==> src/hdl/framer_pkg.sv <==
// ==========================================================================
// shared constants for the correlation header framer
// ==========================================================================
package framer_pkg;

  // ========================================================================
  // widths and table size
  // ========================================================================
  localparam int unsigned BYTE_W  = 8;
  localparam int unsigned LEN_W   = 16;
  localparam int unsigned SEQ_W   = 16;
  localparam int unsigned ID_W    = 32;
  localparam int unsigned TUNNELS = 4;
  localparam int unsigned TUN_W   = 2;
  localparam int unsigned IDX_W   = 5;

  // ========================================================================
  // header layout: octet positions counted from zero
  // ========================================================================
  localparam logic [IDX_W-1:0] HDR_LEN      = 5'h14;  // 20 octets
  localparam logic [IDX_W-1:0] OCT_FLAGS    = 5'h00;
  localparam logic [IDX_W-1:0] OCT_MSG_TYPE = 5'h01;
  localparam logic [IDX_W-1:0] OCT_LEN_HI   = 5'h02;
  localparam logic [IDX_W-1:0] OCT_LEN_LO   = 5'h03;
  localparam logic [IDX_W-1:0] OCT_SEQ_HI   = 5'h04;
  localparam logic [IDX_W-1:0] OCT_SEQ_LO   = 5'h05;
  localparam logic [IDX_W-1:0] OCT_ZERO_LO  = 5'h06;
  localparam logic [IDX_W-1:0] OCT_ZERO_HI  = 5'h07;
  localparam logic [IDX_W-1:0] OCT_ONES_LO  = 5'h08;
  localparam logic [IDX_W-1:0] OCT_ONES_HI  = 5'h0B;
  localparam logic [IDX_W-1:0] OCT_CHG_LO   = 5'h0C;
  localparam logic [IDX_W-1:0] OCT_CHG_HI   = 5'h0F;
  localparam logic [IDX_W-1:0] OCT_GW_LO    = 5'h10;

  // ========================================================================
  // field values
  // ========================================================================
  localparam logic [2:0]        HDR_VERSION = 3'h0;
  localparam logic [2:0]        FLAG_FIXED  = 3'h7;   // bit 5 one, spares one
  localparam logic              FLAG_LSB    = 1'h0;
  localparam logic [BYTE_W-1:0] MSG_TYPE    = 8'hFF;
  localparam logic [BYTE_W-1:0] FILL_ZERO   = 8'h00;
  localparam logic [BYTE_W-1:0] FILL_ONES   = 8'hFF;

  // ========================================================================
  // reset values and sequence step
  // ========================================================================
  localparam logic [SEQ_W-1:0]  SEQ_RESET  = 16'h0000;
  localparam logic [SEQ_W-1:0]  SEQ_STEP   = 16'h0001;
  localparam logic [IDX_W-1:0]  IDX_RESET  = 5'h00;
  localparam logic [LEN_W-1:0]  LEN_RESET  = 16'h0000;
  localparam logic [ID_W-1:0]   ID_RESET   = 32'h0000_0000;
  localparam logic [BYTE_W-1:0] BYTE_RESET = 8'h00;

  // ========================================================================
  // framer states
  // ========================================================================
  typedef enum logic [1:0] {
    ST_IDLE = 2'b00,
    ST_HDR  = 2'b01,
    ST_PAY  = 2'b10
  } frame_state_t;

endpackage

==> src/hdl/tunnel_seq_table.sv <==
`timescale 1ns/100ps
// ==========================================================================
// per-tunnel sequence counters, one flip-flop word per tunnel
// ==========================================================================
module tunnel_seq_table (
  // clock and reset
  input  wire logic                             ref_clk,
  input  wire logic                             rst_n,
  // lookup
  input  wire logic [framer_pkg::TUN_W-1:0]     rd_idx,
  output logic      [framer_pkg::SEQ_W-1:0]     rd_seq,
  // advance after a message leaves
  input  wire logic                             bump,
  input  wire logic [framer_pkg::TUN_W-1:0]     bump_idx
);

  logic [framer_pkg::SEQ_W-1:0] seq_ff     [framer_pkg::TUNNELS];
  logic [framer_pkg::SEQ_W-1:0] nxt_seq    [framer_pkg::TUNNELS];

  // read the addressed counter
  assign rd_seq = seq_ff[rd_idx];

  // ========================================================================
  // one counter per tunnel
  // ========================================================================
  for (genvar g = 0; g < framer_pkg::TUNNELS; g++) begin : g_tun
    // count once per message, wrapping from all ones to zero
    always_comb begin
      nxt_seq[g] = seq_ff[g];
      if (bump && (bump_idx == framer_pkg::TUN_W'(g))) begin
        nxt_seq[g] = seq_ff[g] + framer_pkg::SEQ_STEP;
      end
    end

    // register the counter
    always_ff @(posedge ref_clk or negedge rst_n) begin
      if (!rst_n) begin
        seq_ff[g] <= framer_pkg::SEQ_RESET;
      end else begin
        seq_ff[g] <= nxt_seq[g];
      end
    end
  end

endmodule // tunnel_seq_table

==> src/hdl/correlation_header_framer.sv <==
`timescale 1ns/100ps
// How it works
// - version field in octet 1 is zero
// - octet 1 bit5 one, spares one, bit1 zero
// - bit 2 of octet 1 carries uplink flag
// - octet 2 always holds message type 255
// - payload length in octets 3-4, MSB first
// - per-tunnel increasing sequence in octets 5-6
// - eight-octet correlation number in octets 13-20
// - charge id then gateway node id
// - exactly one element follows each header
// - element is the packet, copied unmodified
// - framed packet handed to UDP/TCP transport
// - no retransmission or buffering for receiver
module correlation_header_framer (
  // clock and reset
  input  wire logic                              ref_clk,
  input  wire logic                              rst_n,
  // intercepted packet stream, metadata held with the packet
  input  wire logic                              in_valid,
  input  wire logic [framer_pkg::BYTE_W-1:0]     in_data,
  input  wire logic                              in_last,
  output logic                                   in_ready,
  input  wire logic                              pkt_uplink,
  input  wire logic [framer_pkg::LEN_W-1:0]      pkt_length,
  input  wire logic [framer_pkg::TUN_W-1:0]      pkt_tunnel,
  input  wire logic [framer_pkg::ID_W-1:0]       session_charge_id,
  input  wire logic [framer_pkg::ID_W-1:0]       gateway_node_id,
  // framed stream toward the transport
  output logic                                   out_valid,
  output logic [framer_pkg::BYTE_W-1:0]          out_data,
  output logic                                   out_last,
  input  wire logic                              out_ready,
  // status
  output logic                                   busy
);

  // ========================================================================
  // state
  // ========================================================================
  framer_pkg::frame_state_t              state_ff,    nxt_state;
  logic [framer_pkg::IDX_W-1:0]          idx_ff,      nxt_idx;
  logic                                  uplink_ff,   nxt_uplink;
  logic [framer_pkg::LEN_W-1:0]          len_ff,      nxt_len;
  logic [framer_pkg::SEQ_W-1:0]          seq_ff,      nxt_seq;
  logic [framer_pkg::TUN_W-1:0]          tun_ff,      nxt_tun;
  logic [framer_pkg::ID_W-1:0]           charge_ff,   nxt_charge;
  logic [framer_pkg::ID_W-1:0]           gw_ff,       nxt_gw;
  logic                                  out_valid_ff, nxt_out_valid;
  logic [framer_pkg::BYTE_W-1:0]         out_data_ff, nxt_out_data;
  logic                                  out_last_ff, nxt_out_last;
  logic                                  in_ready_ff, nxt_in_ready;
  logic                                  busy_ff,     nxt_busy;
  logic                                  bump;
  logic [framer_pkg::SEQ_W-1:0]          tun_seq;
  logic                                  slot_free;
  logic                                  take_in;

  // ========================================================================
  // header octet builder
  // ========================================================================
  function automatic logic [framer_pkg::BYTE_W-1:0] hdr_byte(
    input logic [framer_pkg::IDX_W-1:0] idx,
    input logic                         up,
    input logic [framer_pkg::LEN_W-1:0] len,
    input logic [framer_pkg::SEQ_W-1:0] seq,
    input logic [framer_pkg::ID_W-1:0]  chg,
    input logic [framer_pkg::ID_W-1:0]  gw
  );
    logic [1:0] sel;
    sel = idx[1:0];
    if (idx == framer_pkg::OCT_FLAGS) begin
      hdr_byte = {framer_pkg::HDR_VERSION,
                  framer_pkg::FLAG_FIXED,
                  up,
                  framer_pkg::FLAG_LSB};
    end else if (idx == framer_pkg::OCT_MSG_TYPE) begin
      hdr_byte = framer_pkg::MSG_TYPE;
    end else if (idx == framer_pkg::OCT_LEN_HI) begin
      hdr_byte = len[15:8];
    end else if (idx == framer_pkg::OCT_LEN_LO) begin
      hdr_byte = len[7:0];
    end else if (idx == framer_pkg::OCT_SEQ_HI) begin
      hdr_byte = seq[15:8];
    end else if (idx == framer_pkg::OCT_SEQ_LO) begin
      hdr_byte = seq[7:0];
    end else if (idx <= framer_pkg::OCT_ZERO_HI) begin
      hdr_byte = framer_pkg::FILL_ZERO;
    end else if (idx <= framer_pkg::OCT_ONES_HI) begin
      hdr_byte = framer_pkg::FILL_ONES;
    end else if (idx <= framer_pkg::OCT_CHG_HI) begin
      // charge id, most significant octet first
      hdr_byte = chg[8*(3-sel) +: 8];
    end else begin
      // gateway node id closes the correlation number
      hdr_byte = gw[8*(3-sel) +: 8];
    end
  endfunction

  // ========================================================================
  // per-tunnel sequence numbers
  // ========================================================================
  tunnel_seq_table u_seq (
    .ref_clk  (ref_clk),
    .rst_n    (rst_n),
    .rd_idx   (pkt_tunnel),
    .rd_seq   (tun_seq),
    .bump     (bump),
    .bump_idx (tun_ff)
  );

  // output slot is free when empty or being drained this cycle
  assign slot_free = !out_valid_ff || out_ready;
  assign take_in   = in_ready_ff && in_valid;

  // ========================================================================
  // next-state logic
  // ========================================================================
  always_comb begin
    nxt_state     = state_ff;
    nxt_idx       = idx_ff;
    nxt_uplink    = uplink_ff;
    nxt_len       = len_ff;
    nxt_seq       = seq_ff;
    nxt_tun       = tun_ff;
    nxt_charge    = charge_ff;
    nxt_gw        = gw_ff;
    nxt_out_valid = out_valid_ff && !out_ready;
    nxt_out_data  = out_data_ff;
    nxt_out_last  = out_last_ff && !out_ready;
    nxt_in_ready  = 1'b0;
    bump          = 1'b0;
    unique case (state_ff)
      framer_pkg::ST_IDLE: begin
        // a waiting packet opens a new message; capture its metadata
        if (in_valid) begin
          nxt_state  = framer_pkg::ST_HDR;
          nxt_idx    = framer_pkg::IDX_RESET;
          nxt_uplink = pkt_uplink;
          nxt_len    = pkt_length;
          nxt_tun    = pkt_tunnel;
          nxt_seq    = tun_seq;
          nxt_charge = session_charge_id;
          nxt_gw     = gateway_node_id;
        end
      end
      framer_pkg::ST_HDR: begin
        // one header octet per free output slot
        if (slot_free) begin
          nxt_out_valid = 1'b1;
          nxt_out_last  = 1'b0;
          nxt_out_data  = hdr_byte(idx_ff, uplink_ff, len_ff, seq_ff, charge_ff, gw_ff);
          nxt_idx       = idx_ff + 5'h01;
          if (nxt_idx == framer_pkg::HDR_LEN) begin
            nxt_state    = framer_pkg::ST_PAY;
            nxt_in_ready = 1'b0;
          end
        end
      end
      framer_pkg::ST_PAY: begin
        // payload octets pass through untouched
        if (take_in) begin
          nxt_out_valid = 1'b1;
          nxt_out_data  = in_data;
          nxt_out_last  = in_last;
          if (in_last) begin
            // message done; the next packet gets a fresh header
            nxt_state = framer_pkg::ST_IDLE;
            bump      = 1'b1;
          end
        end else begin
          nxt_in_ready = !nxt_out_valid;
        end
      end
      default: begin
        nxt_state = framer_pkg::ST_IDLE;
      end
    endcase
    // accept payload only while the output slot will be empty, so a
    // stalled transport holds the source back and nothing is stored
    nxt_busy = (nxt_state != framer_pkg::ST_IDLE) || nxt_out_valid;
  end

  // ========================================================================
  // registers
  // ========================================================================
  always_ff @(posedge ref_clk or negedge rst_n) begin
    if (!rst_n) begin
      state_ff     <= framer_pkg::ST_IDLE;
      idx_ff       <= framer_pkg::IDX_RESET;
      uplink_ff    <= 1'b0;
      len_ff       <= framer_pkg::LEN_RESET;
      seq_ff       <= framer_pkg::SEQ_RESET;
      tun_ff       <= '0;
      charge_ff    <= framer_pkg::ID_RESET;
      gw_ff        <= framer_pkg::ID_RESET;
      out_valid_ff <= 1'b0;
      out_data_ff  <= framer_pkg::BYTE_RESET;
      out_last_ff  <= 1'b0;
      in_ready_ff  <= 1'b0;
      busy_ff      <= 1'b0;
    end else begin
      state_ff     <= nxt_state;
      idx_ff       <= nxt_idx;
      uplink_ff    <= nxt_uplink;
      len_ff       <= nxt_len;
      seq_ff       <= nxt_seq;
      tun_ff       <= nxt_tun;
      charge_ff    <= nxt_charge;
      gw_ff        <= nxt_gw;
      out_valid_ff <= nxt_out_valid;
      out_data_ff  <= nxt_out_data;
      out_last_ff  <= nxt_out_last;
      in_ready_ff  <= nxt_in_ready;
      busy_ff      <= nxt_busy;
    end
  end

  // outputs straight from flops
  assign in_ready  = in_ready_ff;
  assign out_valid = out_valid_ff;
  assign out_data  = out_data_ff;
  assign out_last  = out_last_ff;
  assign busy      = busy_ff;

endmodule // correlation_header_framer

==> config.mk <==
export PLATFORM = sky130hd
export DESIGN_NAME = correlation_header_framer
export DESIGN_NICKNAME = d
export VERILOG_FILES = /design/src/hdl/framer_pkg.sv /design/src/hdl/tunnel_seq_table.sv /design/src/hdl/correlation_header_framer.sv
export SDC_FILE = /design/constraint.sdc
export NUM_CORES = 1
export LEC_CHECK = 0
export ABC_AREA = 1
export ABC_CLOCK_PERIOD_IN_PS = 2400
export BUFFER_PORTS_ARGS = -buffer_cell sky130_fd_sc_hd__buf_4
export CAP_MARGIN = 10
export CORE_ASPECT_RATIO = 1.5
export CORE_MARGIN = 4
export CORE_UTILIZATION = 53
export CTS_CLUSTER_SIZE = 20
export DETAILED_ROUTE_END_ITERATION = 8
export MAX_ROUTING_LAYER = met4
export PLACE_DENSITY_LB_ADDON = 0.2
export SLEW_MARGIN = 20
export SYNTH_ARGS = -nofsm -noshare
export SYNTH_HDL_FRONTEND = slang
export SYNTH_SLANG_ARGS = --single-unit
export TNS_END_PERCENT = 20
==> constraint.sdc <==
create_clock -name ref_clk -period 2.4 [get_ports ref_clk]
set_input_delay 0 -clock ref_clk [delete_from_list [all_inputs] [get_ports ref_clk]]
set_output_delay 0 -clock ref_clk [all_outputs]
set_load 0.005 [all_outputs]
Word level (Yosys, flattened, before mapping)
Cells that the tools add are included.
{"block": "op_classes", "n_addsub": 6, "n_lt_le_gt_ge": 4, "n_eq_ne": 14, "shift": 2, "n_mux": 35, "n_bitwise": 1, "n_reduce_logical": 21}
{"op": "two-way mux 8 bit", "n": 11}
{"op": "variable part select 32 x 33 -> 8 bit", "n": 2}
{"op": "adder 16 x 1 -> 16 bit (second input constant)", "n": 4}
{"op": "binary-select mux 16 bit (select 2 bit)", "n": 1}
{"op": "two-way mux 16 bit", "n": 2}
{"op": "one-hot mux 8 bit (2 select lines)", "n": 1}
{"op": "equality test 5 x 2 -> 1 bit (second input constant)", "n": 2}
{"op": "equality test 5 x 3 -> 1 bit (second input constant)", "n": 2}
{"op": "less-or-equal comparator 5 x 4 -> 1 bit (second input constant)", "n": 2}
{"op": "two-way mux 2 bit", "n": 5}
{"op": "two-way mux 5 bit", "n": 2}
{"op": "one-hot mux 5 bit (2 select lines)", "n": 1}
{"op": "two-way mux 1 bit", "n": 9}
{"op": "logical AND 1 bit", "n": 7}
{"op": "equality test 2 bit (second input constant)", "n": 3}
{"op": "!= test 2 bit (second input constant)", "n": 3}
{"op": "one-hot mux 2 bit (3 select lines)", "n": 1}
{"op": "AND reduction 3 bit", "n": 2}
{"op": "nonzero test 2 bit", "n": 3}
{"op": "adder 5 x 1 -> 5 bit (second input constant)", "n": 1}
{"op": "equality test 5 x 1 -> 1 bit (second input constant)", "n": 1}
{"op": "equality test 5 bit (second input constant)", "n": 1}
{"op": "less-or-equal comparator 5 x 3 -> 1 bit (second input constant)", "n": 1}
{"op": "logical NOT 5 bit", "n": 1}
{"op": "other kinds (9)", "n": 15}
{"block": "word_totals", "ff_bits": 182, "input_bits": 96, "output_inout_bits": 12, "elab_cells": 100}

Longest topological paths before layout
Gate-level depths: netlist of run 1.
{"block": "logic_depth", "ltp_word": 13, "depth_mapped": 21, "depth_no_buf": 21}

By module
From an unflattened synthesis of run 1, not the netlist that was laid out.
{"block": "unflattened", "hier_cells": 1291, "hier_area_um2": 9671.8}
{"module": "correlation_header_framer", "n_inst": 1, "cells_each": 804, "area_per_inst_um2": 5972.0, "seq_area_each_um2": 2952.8}
{"module": "tunnel_seq_table", "n_inst": 1, "cells_each": 487, "area_per_inst_um2": 3699.8, "seq_area_each_um2": 1601.5}

Worst setup path before layout of run 1
No wires, ideal clock.
{"block": "synth_path", "kind": "register -> register", "start": "register idx_ff[0] in the netlist's numbering", "end": "register out_data_ff, in the netlist out_data[5]", "setup_ns": 0.122, "arrival_ns": 2.134, "required_time_ns": 2.278, "path_slack_ns": 0.143, "path_stages_with_launch": 20, "path_buffers": 1, "period_less_slack_ns": 2.257, "cell_sequence": "dfrtp_1 ha_1 inv_1 nor3_1 ha_1 nor2_1 clkbuf_1 nand3_1 nand3_1 nand2_1 nor2_1 nand2_1 nand2_1 nand2_1 nand2_1 nand2_1 nand2_1 nand2_1 nand2_1 a21oi_1"}
{"block": "synth_via", "elab_chain_cells": 13, "word_cells_on_any_way": 23, "cone_classes": "add/sub: 1; order compare: 3; eq/ne: 5; shift: 2; mux: 11; reduce/logical: 1"}
{"element": "start: declaration", "line": "correlation_header_framer.sv:42", "rtl": "logic [framer_pkg::IDX_W-1:0] idx_ff, nxt_idx;"}
{"element": "start signal: assignment", "line": "correlation_header_framer.sv:190", "rtl": "idx_ff <= framer_pkg::IDX_RESET;"}
{"element": "start signal: assignment", "line": "correlation_header_framer.sv:204", "rtl": "idx_ff <= nxt_idx;"}
{"element": "subtractor 2 x 2 -> 3 bit", "line": "correlation_header_framer.sv:93, correlation_header_framer.sv:96"}
{"element": "variable part select 32 x 33 -> 8 bit, on equally long branches", "line": "correlation_header_framer.sv:96, correlation_header_framer.sv:93"}
{"element": "two-way mux 8 bit", "line": "correlation_header_framer.sv:91", "rtl": "end else if (idx <= framer_pkg::OCT_CHG_HI) begin"}
{"element": "two-way mux 8 bit", "line": "correlation_header_framer.sv:89", "rtl": "end else if (idx <= framer_pkg::OCT_ONES_HI) begin"}
{"element": "two-way mux 8 bit", "line": "correlation_header_framer.sv:87", "rtl": "end else if (idx <= framer_pkg::OCT_ZERO_HI) begin"}
{"element": "two-way mux 8 bit", "line": "correlation_header_framer.sv:85", "rtl": "end else if (idx == framer_pkg::OCT_SEQ_LO) begin"}
{"element": "two-way mux 8 bit", "line": "correlation_header_framer.sv:83", "rtl": "end else if (idx == framer_pkg::OCT_SEQ_HI) begin"}
{"element": "two-way mux 8 bit", "line": "correlation_header_framer.sv:81", "rtl": "end else if (idx == framer_pkg::OCT_LEN_LO) begin"}
{"element": "two-way mux 8 bit", "line": "correlation_header_framer.sv:79", "rtl": "end else if (idx == framer_pkg::OCT_LEN_HI) begin"}
{"element": "two-way mux 8 bit", "line": "correlation_header_framer.sv:77", "rtl": "end else if (idx == framer_pkg::OCT_MSG_TYPE) begin"}
{"element": "two-way mux 8 bit (*)", "line": "correlation_header_framer.sv:72", "rtl": "if (idx == framer_pkg::OCT_FLAGS) begin"}
{"element": "two-way mux 8 bit (*)", "line": "correlation_header_framer.sv:149", "rtl": "if (slot_free) begin"}
{"element": "one-hot mux 8 bit (2 select lines) (*)", "line": "correlation_header_framer.sv:133", "rtl": "unique case (state_ff)"}
{"element": "end signal: assignment", "line": "correlation_header_framer.sv:198", "rtl": "out_data_ff <= framer_pkg::BYTE_RESET;"}
{"element": "end signal: assignment", "line": "correlation_header_framer.sv:212", "rtl": "out_data_ff <= nxt_out_data;"}
{"element": "end: declaration", "line": "correlation_header_framer.sv:50", "rtl": "logic [framer_pkg::BYTE_W-1:0] out_data_ff, nxt_out_data;"}
Every way passes the cells marked *; elsewhere a longest branch is shown, timed or not. The select of a mux whose other input is x is not followed.
A chain may end at the register's enable or synchronous reset.

Worst setup path in the final report of run 1
{"block": "layout_path", "start": "register u_seq.seq_ff[16] in the netlist's numbering", "end": "register u_seq.seq_ff[30] in the netlist's numbering"}
{"block": "layout_via", "elab_chain_cells": 1}
{"element": "start: declaration", "line": "tunnel_seq_table.sv:17", "rtl": "logic [framer_pkg::SEQ_W-1:0] seq_ff [framer_pkg::TUNNELS];"}
{"element": "start signal: indexed assignment", "line": "tunnel_seq_table.sv:38", "rtl": "seq_ff[g] <= framer_pkg::SEQ_RESET;"}
{"element": "start signal: indexed assignment", "line": "tunnel_seq_table.sv:40", "rtl": "seq_ff[g] <= nxt_seq[g];"}
{"element": "adder 16 x 1 -> 16 bit", "line": "tunnel_seq_table.sv:31", "rtl": "nxt_seq[g] = seq_ff[g] + framer_pkg::SEQ_STEP;"}
Every way passes these cells.

==> results of run 1 <==
[final cells by class]
| cell class | instances | area (um2) |
|---|---|---|
| clock buffer | 19 | 453 |
| tap | 210 | 263 |
| multi-input combinational | 805 | 4070 |
| inverter | 137 | 520 |
| clock inverter | 13 | 121 |
| antenna | 2 | 5.00 |
| fill | 1300 | 4850 |
| timing repair buffer | 246 | 2140 |
| sequential | 182 | 4550 |
[per-stage QoR]
stage | hold slack [ns] | total power [W] | cell area, um2 | setup slack, ns | std cells
4_1_cts | 0.0150 | 0.0108 | 12000 | 0.0284 | 1608
6_report | 0.0245 | 0.0108 | 12100 | 0.0947 | 1614
2_1_floorplan | -0.296 | 0.00652 | 9260 | 0.143 | 1168
3_3_place_gp | 0.0246 | 0.00784 | 10500 | 0.0594 | 1484
3_5_place_dp | 0.0190 | 0.00790 | 10500 | -0.0156 | 1484
5_1_grt | 0.0539 | 0.0115 | 12100 | -0.0862 | 1612
[worst paths after layout]
kind | endpoint | slack [ns] | depth (start not counted)
max | u_seq.seq_ff[30] | 0.09 | 9
min | state_ff[1] | 0.02 | 6
max reg2reg | u_seq.seq_ff[30] | 0.09 | 9
min reg2reg | u_seq.seq_ff[31] | 0.46 | 1
max in group asynchronous | u_seq.seq_ff[0] | 1.53 | 3
min in group asynchronous | charge_ff[13] | 0.11 | 2
[power by group]
group	switching, W	leakage (nW)	internal, W	total, W
Combinational	0.00215	3.71	0.00134	0.00349
Clock	0.00122	0.274	0.00150	0.00272
Sequential	0.000605	2.24	0.00401	0.00462
[sequential cells by signal, summed over array words and instances (netlist names), 2 cells and up]
| name | count |
|---|---|
| tun_ff | 2 |
| state_ff | 2 |
| charge_ff | 32 |
| out_data | 8 |
| idx_ff | 5 |
| gw_ff | 32 |
| seq_ff | 16 |
| u_seq.seq_ff | 64 |
| len_ff | 16 |
[synth_stat cells, drive strengths merged]
master,number
mux2,1
inv,135
nor2,84
o21a,1
a211oi,1
nand2,375
nand3,65
buf,7
nand4,13
xor2,50
clkbuf,37
dfrtp,182
nor3,20
xnor2,11
a31oi,6
o211ai,11
o21ai,107
or2,4
nor4,4
a21boi,1
nor3b,1
nor4b,1
a21oi,23
ha,14
o22ai,12
clkinv,2
[worst reg2reg max path: cells and delay by family, from the launching register on]
kind	cells	cell delay, ns
simple gates	6	1.37
flops	1	0.41
xor+xnor	1	0.19
fa+ha+maj	1	0.16
buf+inv	1	0.05
[logic make-up after synthesis]
family / synth area share, %
simple gates: 26.1
mux: 0.122
fa+ha+maj: 1.89
compound gates: 9.38
buf+inv: 7.49
xor+xnor: 5.77
flops: 49.2
[routing by layer]
| layer | wire length, um | global-route usage [%] |
|---|---|---|
| met4 | 1340 | 14.8 |
| met1 | 9700 | 30.6 |
| met5 | 0 | - |
| met2 | 13900 | 48.2 |
| met3 | 1130 | 4.66 |
[timing repair]
action                                  4_1_cts  5_1_grt
pin swaps                                     0        5
endpoints found under the hold margin       154        0
buffers inserted                              0        3
gates cloned                                  0        1
endpoints found under the setup margin        7       12
resized for setup                             2       20
hold buffers                                 92        0
[placed cells by master (no fill, tap or decap), drive strengths merged, types with 2 or more instances in the layout]
| cell type | count |
|---|---|
| clkinvlp | 4 |
| nor3 | 20 |
| or2 | 4 |
| a21oi | 23 |
| ha | 14 |
| nor2 | 84 |
| o22ai | 12 |
| clkinv | 6 |
| a31oi | 6 |
| dlygate4sd3 | 92 |
| inv | 139 |
| buf | 154 |
| o21ai | 107 |
| xor2 | 50 |
| dfrtp | 182 |
| nand3 | 65 |
| clkbuf | 19 |
| xnor2 | 11 |
| nor4 | 4 |
| nand2 | 375 |
| nand4 | 13 |
| diode | 2 |
| o211ai | 11 |
==> reports/results.txt, run 1 <==
Outcome -> completed
Final Max Tran Viols -> 0
Library cells used by synthesis -> 41
Detailed Place HPWL -> 18,000 um
Grt ovf -> 0
Num rows -> 58
Arrival @ worst endpoint -> 2.62 ns
Max_cap viols -> 0
Worst-Margin Slew -> 0.720 ns
CTS Root Cell -> clkbuf_16
Critical path class -> reg2reg
Die width -> 116 um
Startpoint Class -> flip-flop
Seq/Total Area, Yosys -> 49.2%
Clk sink count -> 182
Leak -> 6.22 nW
Worst Path Required -> 2.71 ns
Min Tclk post-route -> 2.31 ns
Vias in the first global route -> 8,986
Crit Path Max Fanout -> 4
Post-DR wirelength/cell -> 16.1 um
CORE AREA -> 0.0170 mm2
Total Neg Setup Slack -> 0 ns
Largest net degree at the start of global routing -> 64
Cell taking the most area after synthesis -> dfrtp_1
FF+latch count, synth -> 182
DR DRC count -> 0
GR Util All Layers -> 28.0%
Normalized max-slew margin -> 51.9%
Final wirelength -> 26,000 um
First DRT Iteration DRCs -> 593
Syn. warnings -> 0
Vias per cell -> 5.26
CP Launch Point -> u_seq.seq_ff[16]
Die footprint -> 0.0197 mm2
CTS Buffer Depth -> 2
Unrepaired setup endpoints after global routing -> true
Top cells by area, synth -> dfrtp_1 (49%), nand2_1 (15%), o21ai_0 (5.8%), inv_1 (5.2%), xor2_1 (4.7%)
Post-Synthesis Cells -> 1,168
First-pass GRT wire length -> 42,200 um
CP dominant cell by count -> nand3_1
Starting Density -> 54.5%
GPL Wtd Cong -> 0.981
Critical-path cell list -> ha_1, inv_1, nor3_1, nand3_1, nor3_1, nand3_1, nor4_1, nand3_1, xor2_1
Num CTS Buffers -> 17
Hold crit path type -> in2reg
Final Hold Viols -> 0
Syn nets -> 1,278
Top Ports -> 108
# setup viols final -> 0
Initial antenna violation count -> 0
Slowest cell on crit path -> dfrtp_1
Port Buffers -> 107
Yosys top cell area share -> 49.2%
Layout cell share with drive strength beyond 1 -> 16.5%
Critical path buffer and inverter count -> 1
Layout Nets -> 1,499
Achievable frequency -> 434 MHz
H-Tree Depth -> 4
Worst r2r src -> u_seq.seq_ff[16]
CTS tree -> yes
Hold Path Origin -> in_last
CP peak stage delay -> 0.41 ns
Pwr dens -> 893 mW/mm2
Post-route antenna net violation count -> 0
Fin util -> 71.4%
Pre-antenna DRT Iters -> 7
Area of the mapped netlist -> 0.00926 mm2
Syn_area_per_cell -> 7.92 um2
Skew-Pair Late Insertion Delay -> 0.43 ns
Peak VDD IR -> 0.000921 V
Worst Skew -> 0.00721 ns
Total number of vias -> 8,488
CP Capture Type -> flip-flop
Area Overhead vs Synth -> 31.0%
Reg clk slew, reported paths -> 0.07 ns
Die H -> 170 um
Fin crit share -> 96.1%
Cell family with most CP delay -> simple AND/OR/NAND/NOR gates
(Power assumes the default switching activity.)
==> run 2: changes to the inputs <==
--- a/config.mk
+++ b/config.mk
@@ -9,13 +9,14 @@
 export ABC_CLOCK_PERIOD_IN_PS = 2400
 export BUFFER_PORTS_ARGS = -buffer_cell sky130_fd_sc_hd__buf_4
 export CAP_MARGIN = 10
+export CELL_PAD_IN_SITES_DETAIL_PLACEMENT = 0
+export CELL_PAD_IN_SITES_GLOBAL_PLACEMENT = 2
 export CORE_ASPECT_RATIO = 1.5
-export CORE_MARGIN = 4
-export CORE_UTILIZATION = 53
+export CORE_UTILIZATION = 31
 export CTS_CLUSTER_SIZE = 20
 export DETAILED_ROUTE_END_ITERATION = 8
 export MAX_ROUTING_LAYER = met4
-export PLACE_DENSITY_LB_ADDON = 0.2
+export PLACE_DENSITY_LB_ADDON = 0.3
 export SLEW_MARGIN = 20
 export SYNTH_ARGS = -nofsm -noshare
 export SYNTH_HDL_FRONTEND = slang
==> reports/results.txt, run 2 (synthesis gave the netlist of run 1 again) <==
Crit path setup slack, layout -> 0.0245 ns
Internal power -> 0.00696 W
Fin crit share -> 99.0%
Max reg flops -> 64
Crit Path Max Fanout -> 6
Hold Path Origin -> in_last
Seq pwr share -> 41.6%
Initial antenna violation count -> 0
Num rows -> 77
CP peak stage delay -> 0.35 ns
Switching portion of total power -> 37.1%
Clk sink count -> 182
Arrival @ worst endpoint -> 2.72 ns
Min Tclk post-route -> 2.38 ns
# setup viols final -> 0
R2r endpoint -> out_data[1]
Inserted Diodes -> 0
Most common cell after layout, fill and taps aside -> nand2_1
Max_cap viols -> 0
CTS Buffer Depth -> 2
Reg clk slew, reported paths -> 0.07 ns
Area Overhead vs Synth -> 36.1%
Vias per cell -> 4.51
DR DRC count -> 0
Pwr dens -> 879 mW/mm2
Worst Skew -> 0.0119 ns
Layout cell share with drive strength beyond 1 -> 18.0%
Worst Path Required -> 2.74 ns
Critical path class -> reg2reg
Largest register by flop count -> u_seq.seq_ff
Layout Nets -> 1,522
Clock network power share -> 26.0%
Inst Count DP -> 1,689
CP Capture Type -> flip-flop
Most frequent cells in the layout -> nand2_1 (368), dfrtp_1 (182), buf_4 (168)
Port Buffers -> 107
Fill count -> 2,984
Num CTS Buffers -> 17
Biggest regs -> u_seq.seq_ff x64, charge_ff x32, gw_ff x32
Unrepaired setup endpoints after global routing -> true
Skew-Pair Late Insertion Delay -> 0.45 ns
Vias in the first global route -> 8,506
Total number of vias -> 8,208
Slowest cell on crit path -> dfrtp_1
Worst r2r src -> idx_ff[1]
Die width -> 143 um
CTS tree -> yes
Post-route antenna net violation count -> 0
First-pass GRT wire length -> 45,400 um
Top Ports -> 108
Worst-case reg-to-reg path depth -> 23
Die footprint -> 0.0306 mm2
Post-DR wirelength/cell -> 16.1 um
Final Max Tran Viols -> 0
CP dominant cell by count -> nand2_1
Grt ovf -> 0
GPL Wtd Cong -> 0.870
Normalized max-slew margin -> 51.5%
CORE AREA -> 0.0294 mm2
Endpoint, Worst Hold -> state_ff[1]
Final wirelength -> 29,200 um
GR Util All Layers -> 20.6%
Largest net degree at the start of global routing -> 55
Pre-antenna DRT Iters -> 5
R2r setup slk -> 0.02 ns
First DRT Iteration DRCs -> 453
Dpl cell area -> 0.0109 mm2
Switch Pwr -> 0.00411 W
Starting Density -> 31.5%
Startpoint Class -> flip-flop
Outcome -> completed
Comb pwr share -> 32.4%
Design area -> 0.0126 mm2
Final Hold Viols -> 0
Peak VDD IR -> 0.000569 V
CTS Root Cell -> clkbuf_16
Worst-Margin Slew -> 0.726 ns
Fin cells -> 1,820
Hold crit path type -> in2reg
Hold path cells -> 6
Die H -> 214 um
Pre-CTS setup slack -> -0.0326 ns
Critical-path cell list -> ha_2, inv_2, nor3_2, ha_2, nor2_4, nand2_4, buf_12, buf_8, nand2_2, nand3_2, nand2_2, nor2_2, nand2_1, nand2_1, nand2_1, nand2_1, nand2_1, nand2_1, nand2_1, nand2_1, nand2_1, nand2_1, nand2_1
Leak -> 6.35 nW
Detailed Place HPWL -> 21,700 um
Achievable frequency -> 421 MHz
H-Tree Depth -> 4
==> run 2: cell types whose count changed in the layout (fill, tap and decap cells not counted), moves of 2 or more <==
cell,delta
buf_4,+22
clkbuf_1,+2
clkinv_2,-2
clkinv_4,+2
clkinvlp_4,-3
diode_2,-2
nand2_1,-2
nand2_2,+2
nor2_2,+2
nor3_2,-2
==> run 2: how the worst max path moves through the flow <==
stage	startpoint	end	cells past startpoint
6_report	idx_ff[1]	out_data[1]	23
5_1_grt	idx_ff[1]	out_data[1]	23
4_1_cts	idx_ff[0]	out_data[1]	21
3_5_place_dp	idx_ff[0]	out_data[4]	21
3_3_place_gp	state_ff[0]	u_seq.seq_ff[31]	12
2_1_floorplan	idx_ff[0]	out_data[5]	19
==> run 2: metrics by stage <==
stage                     total power (W)  setup TNS, ns  hold slack, ns  utilization (%)
after floorplan                   0.00652              0          -0.296                -
after CTS                          0.0112        -0.0225          0.0212             42.3
final                              0.0111              0          0.0310             42.9
after global placement            0.00812        -0.0732        -0.00345             37.1
after detailed placement          0.00813        -0.0705         0.00195             37.1
after global routing               0.0119          -1.21          0.0688             42.9
==> run 2: critical path: cells and delay by family, from the launching register on <==
family / cells / cell delay [ns]
buffers and inverters: 3 / 0.27
DFF: 1 / 0.35
and+or+nand+nor: 18 / 1.20
adders and majority gates: 2 / 0.41
==> run 2: power groups by stage <==
| stage | clock [W] | sequential (W) | combinational [W] |
|---|---|---|---|
| detailed placement | 0 | 0.00466 | 0.00347 |
| global route | 0.00308 | 0.00469 | 0.00411 |
| finish | 0.00288 | 0.00461 | 0.00358 |
| CTS | 0.00296 | 0.00462 | 0.00361 |
| floorplan | 0 | 0.00439 | 0.00213 |
| global placement | 0 | 0.00468 | 0.00344 |
==> run 2: routing by layer <==
metal | vias to the layer above | GRT usage (%) | share of wire [%]
li1 | 4173 | - | -
met1 | 3883 | 21.7 | 39
met2 | 122 | 38.7 | 56
met3 | 30 | 2.59 | 2.1
met4 | 0 | 7.42 | 2.5
met5 | - | - | 0
==> run 2: cell type report <==
cell class	count	area (um2)	area share, %
inverters	137	522	4.14
well taps	395	494	3.92
clock buffers	20	447	3.55
clock inverters	12	141	1.12
repair buffers	269	2340	18.5
multi-input cells	805	4100	32.5
flip-flops and latches	182	4550	36.2
==> run 2: timing repair <==
item	CTS	global route
gates cloned	0	1
pin swaps	0	17
endpoints found under the setup margin	8	17
resized for setup	4	26
hold endpoints to repair	190	0
setup buffers	0	6
hold buffers	92	0
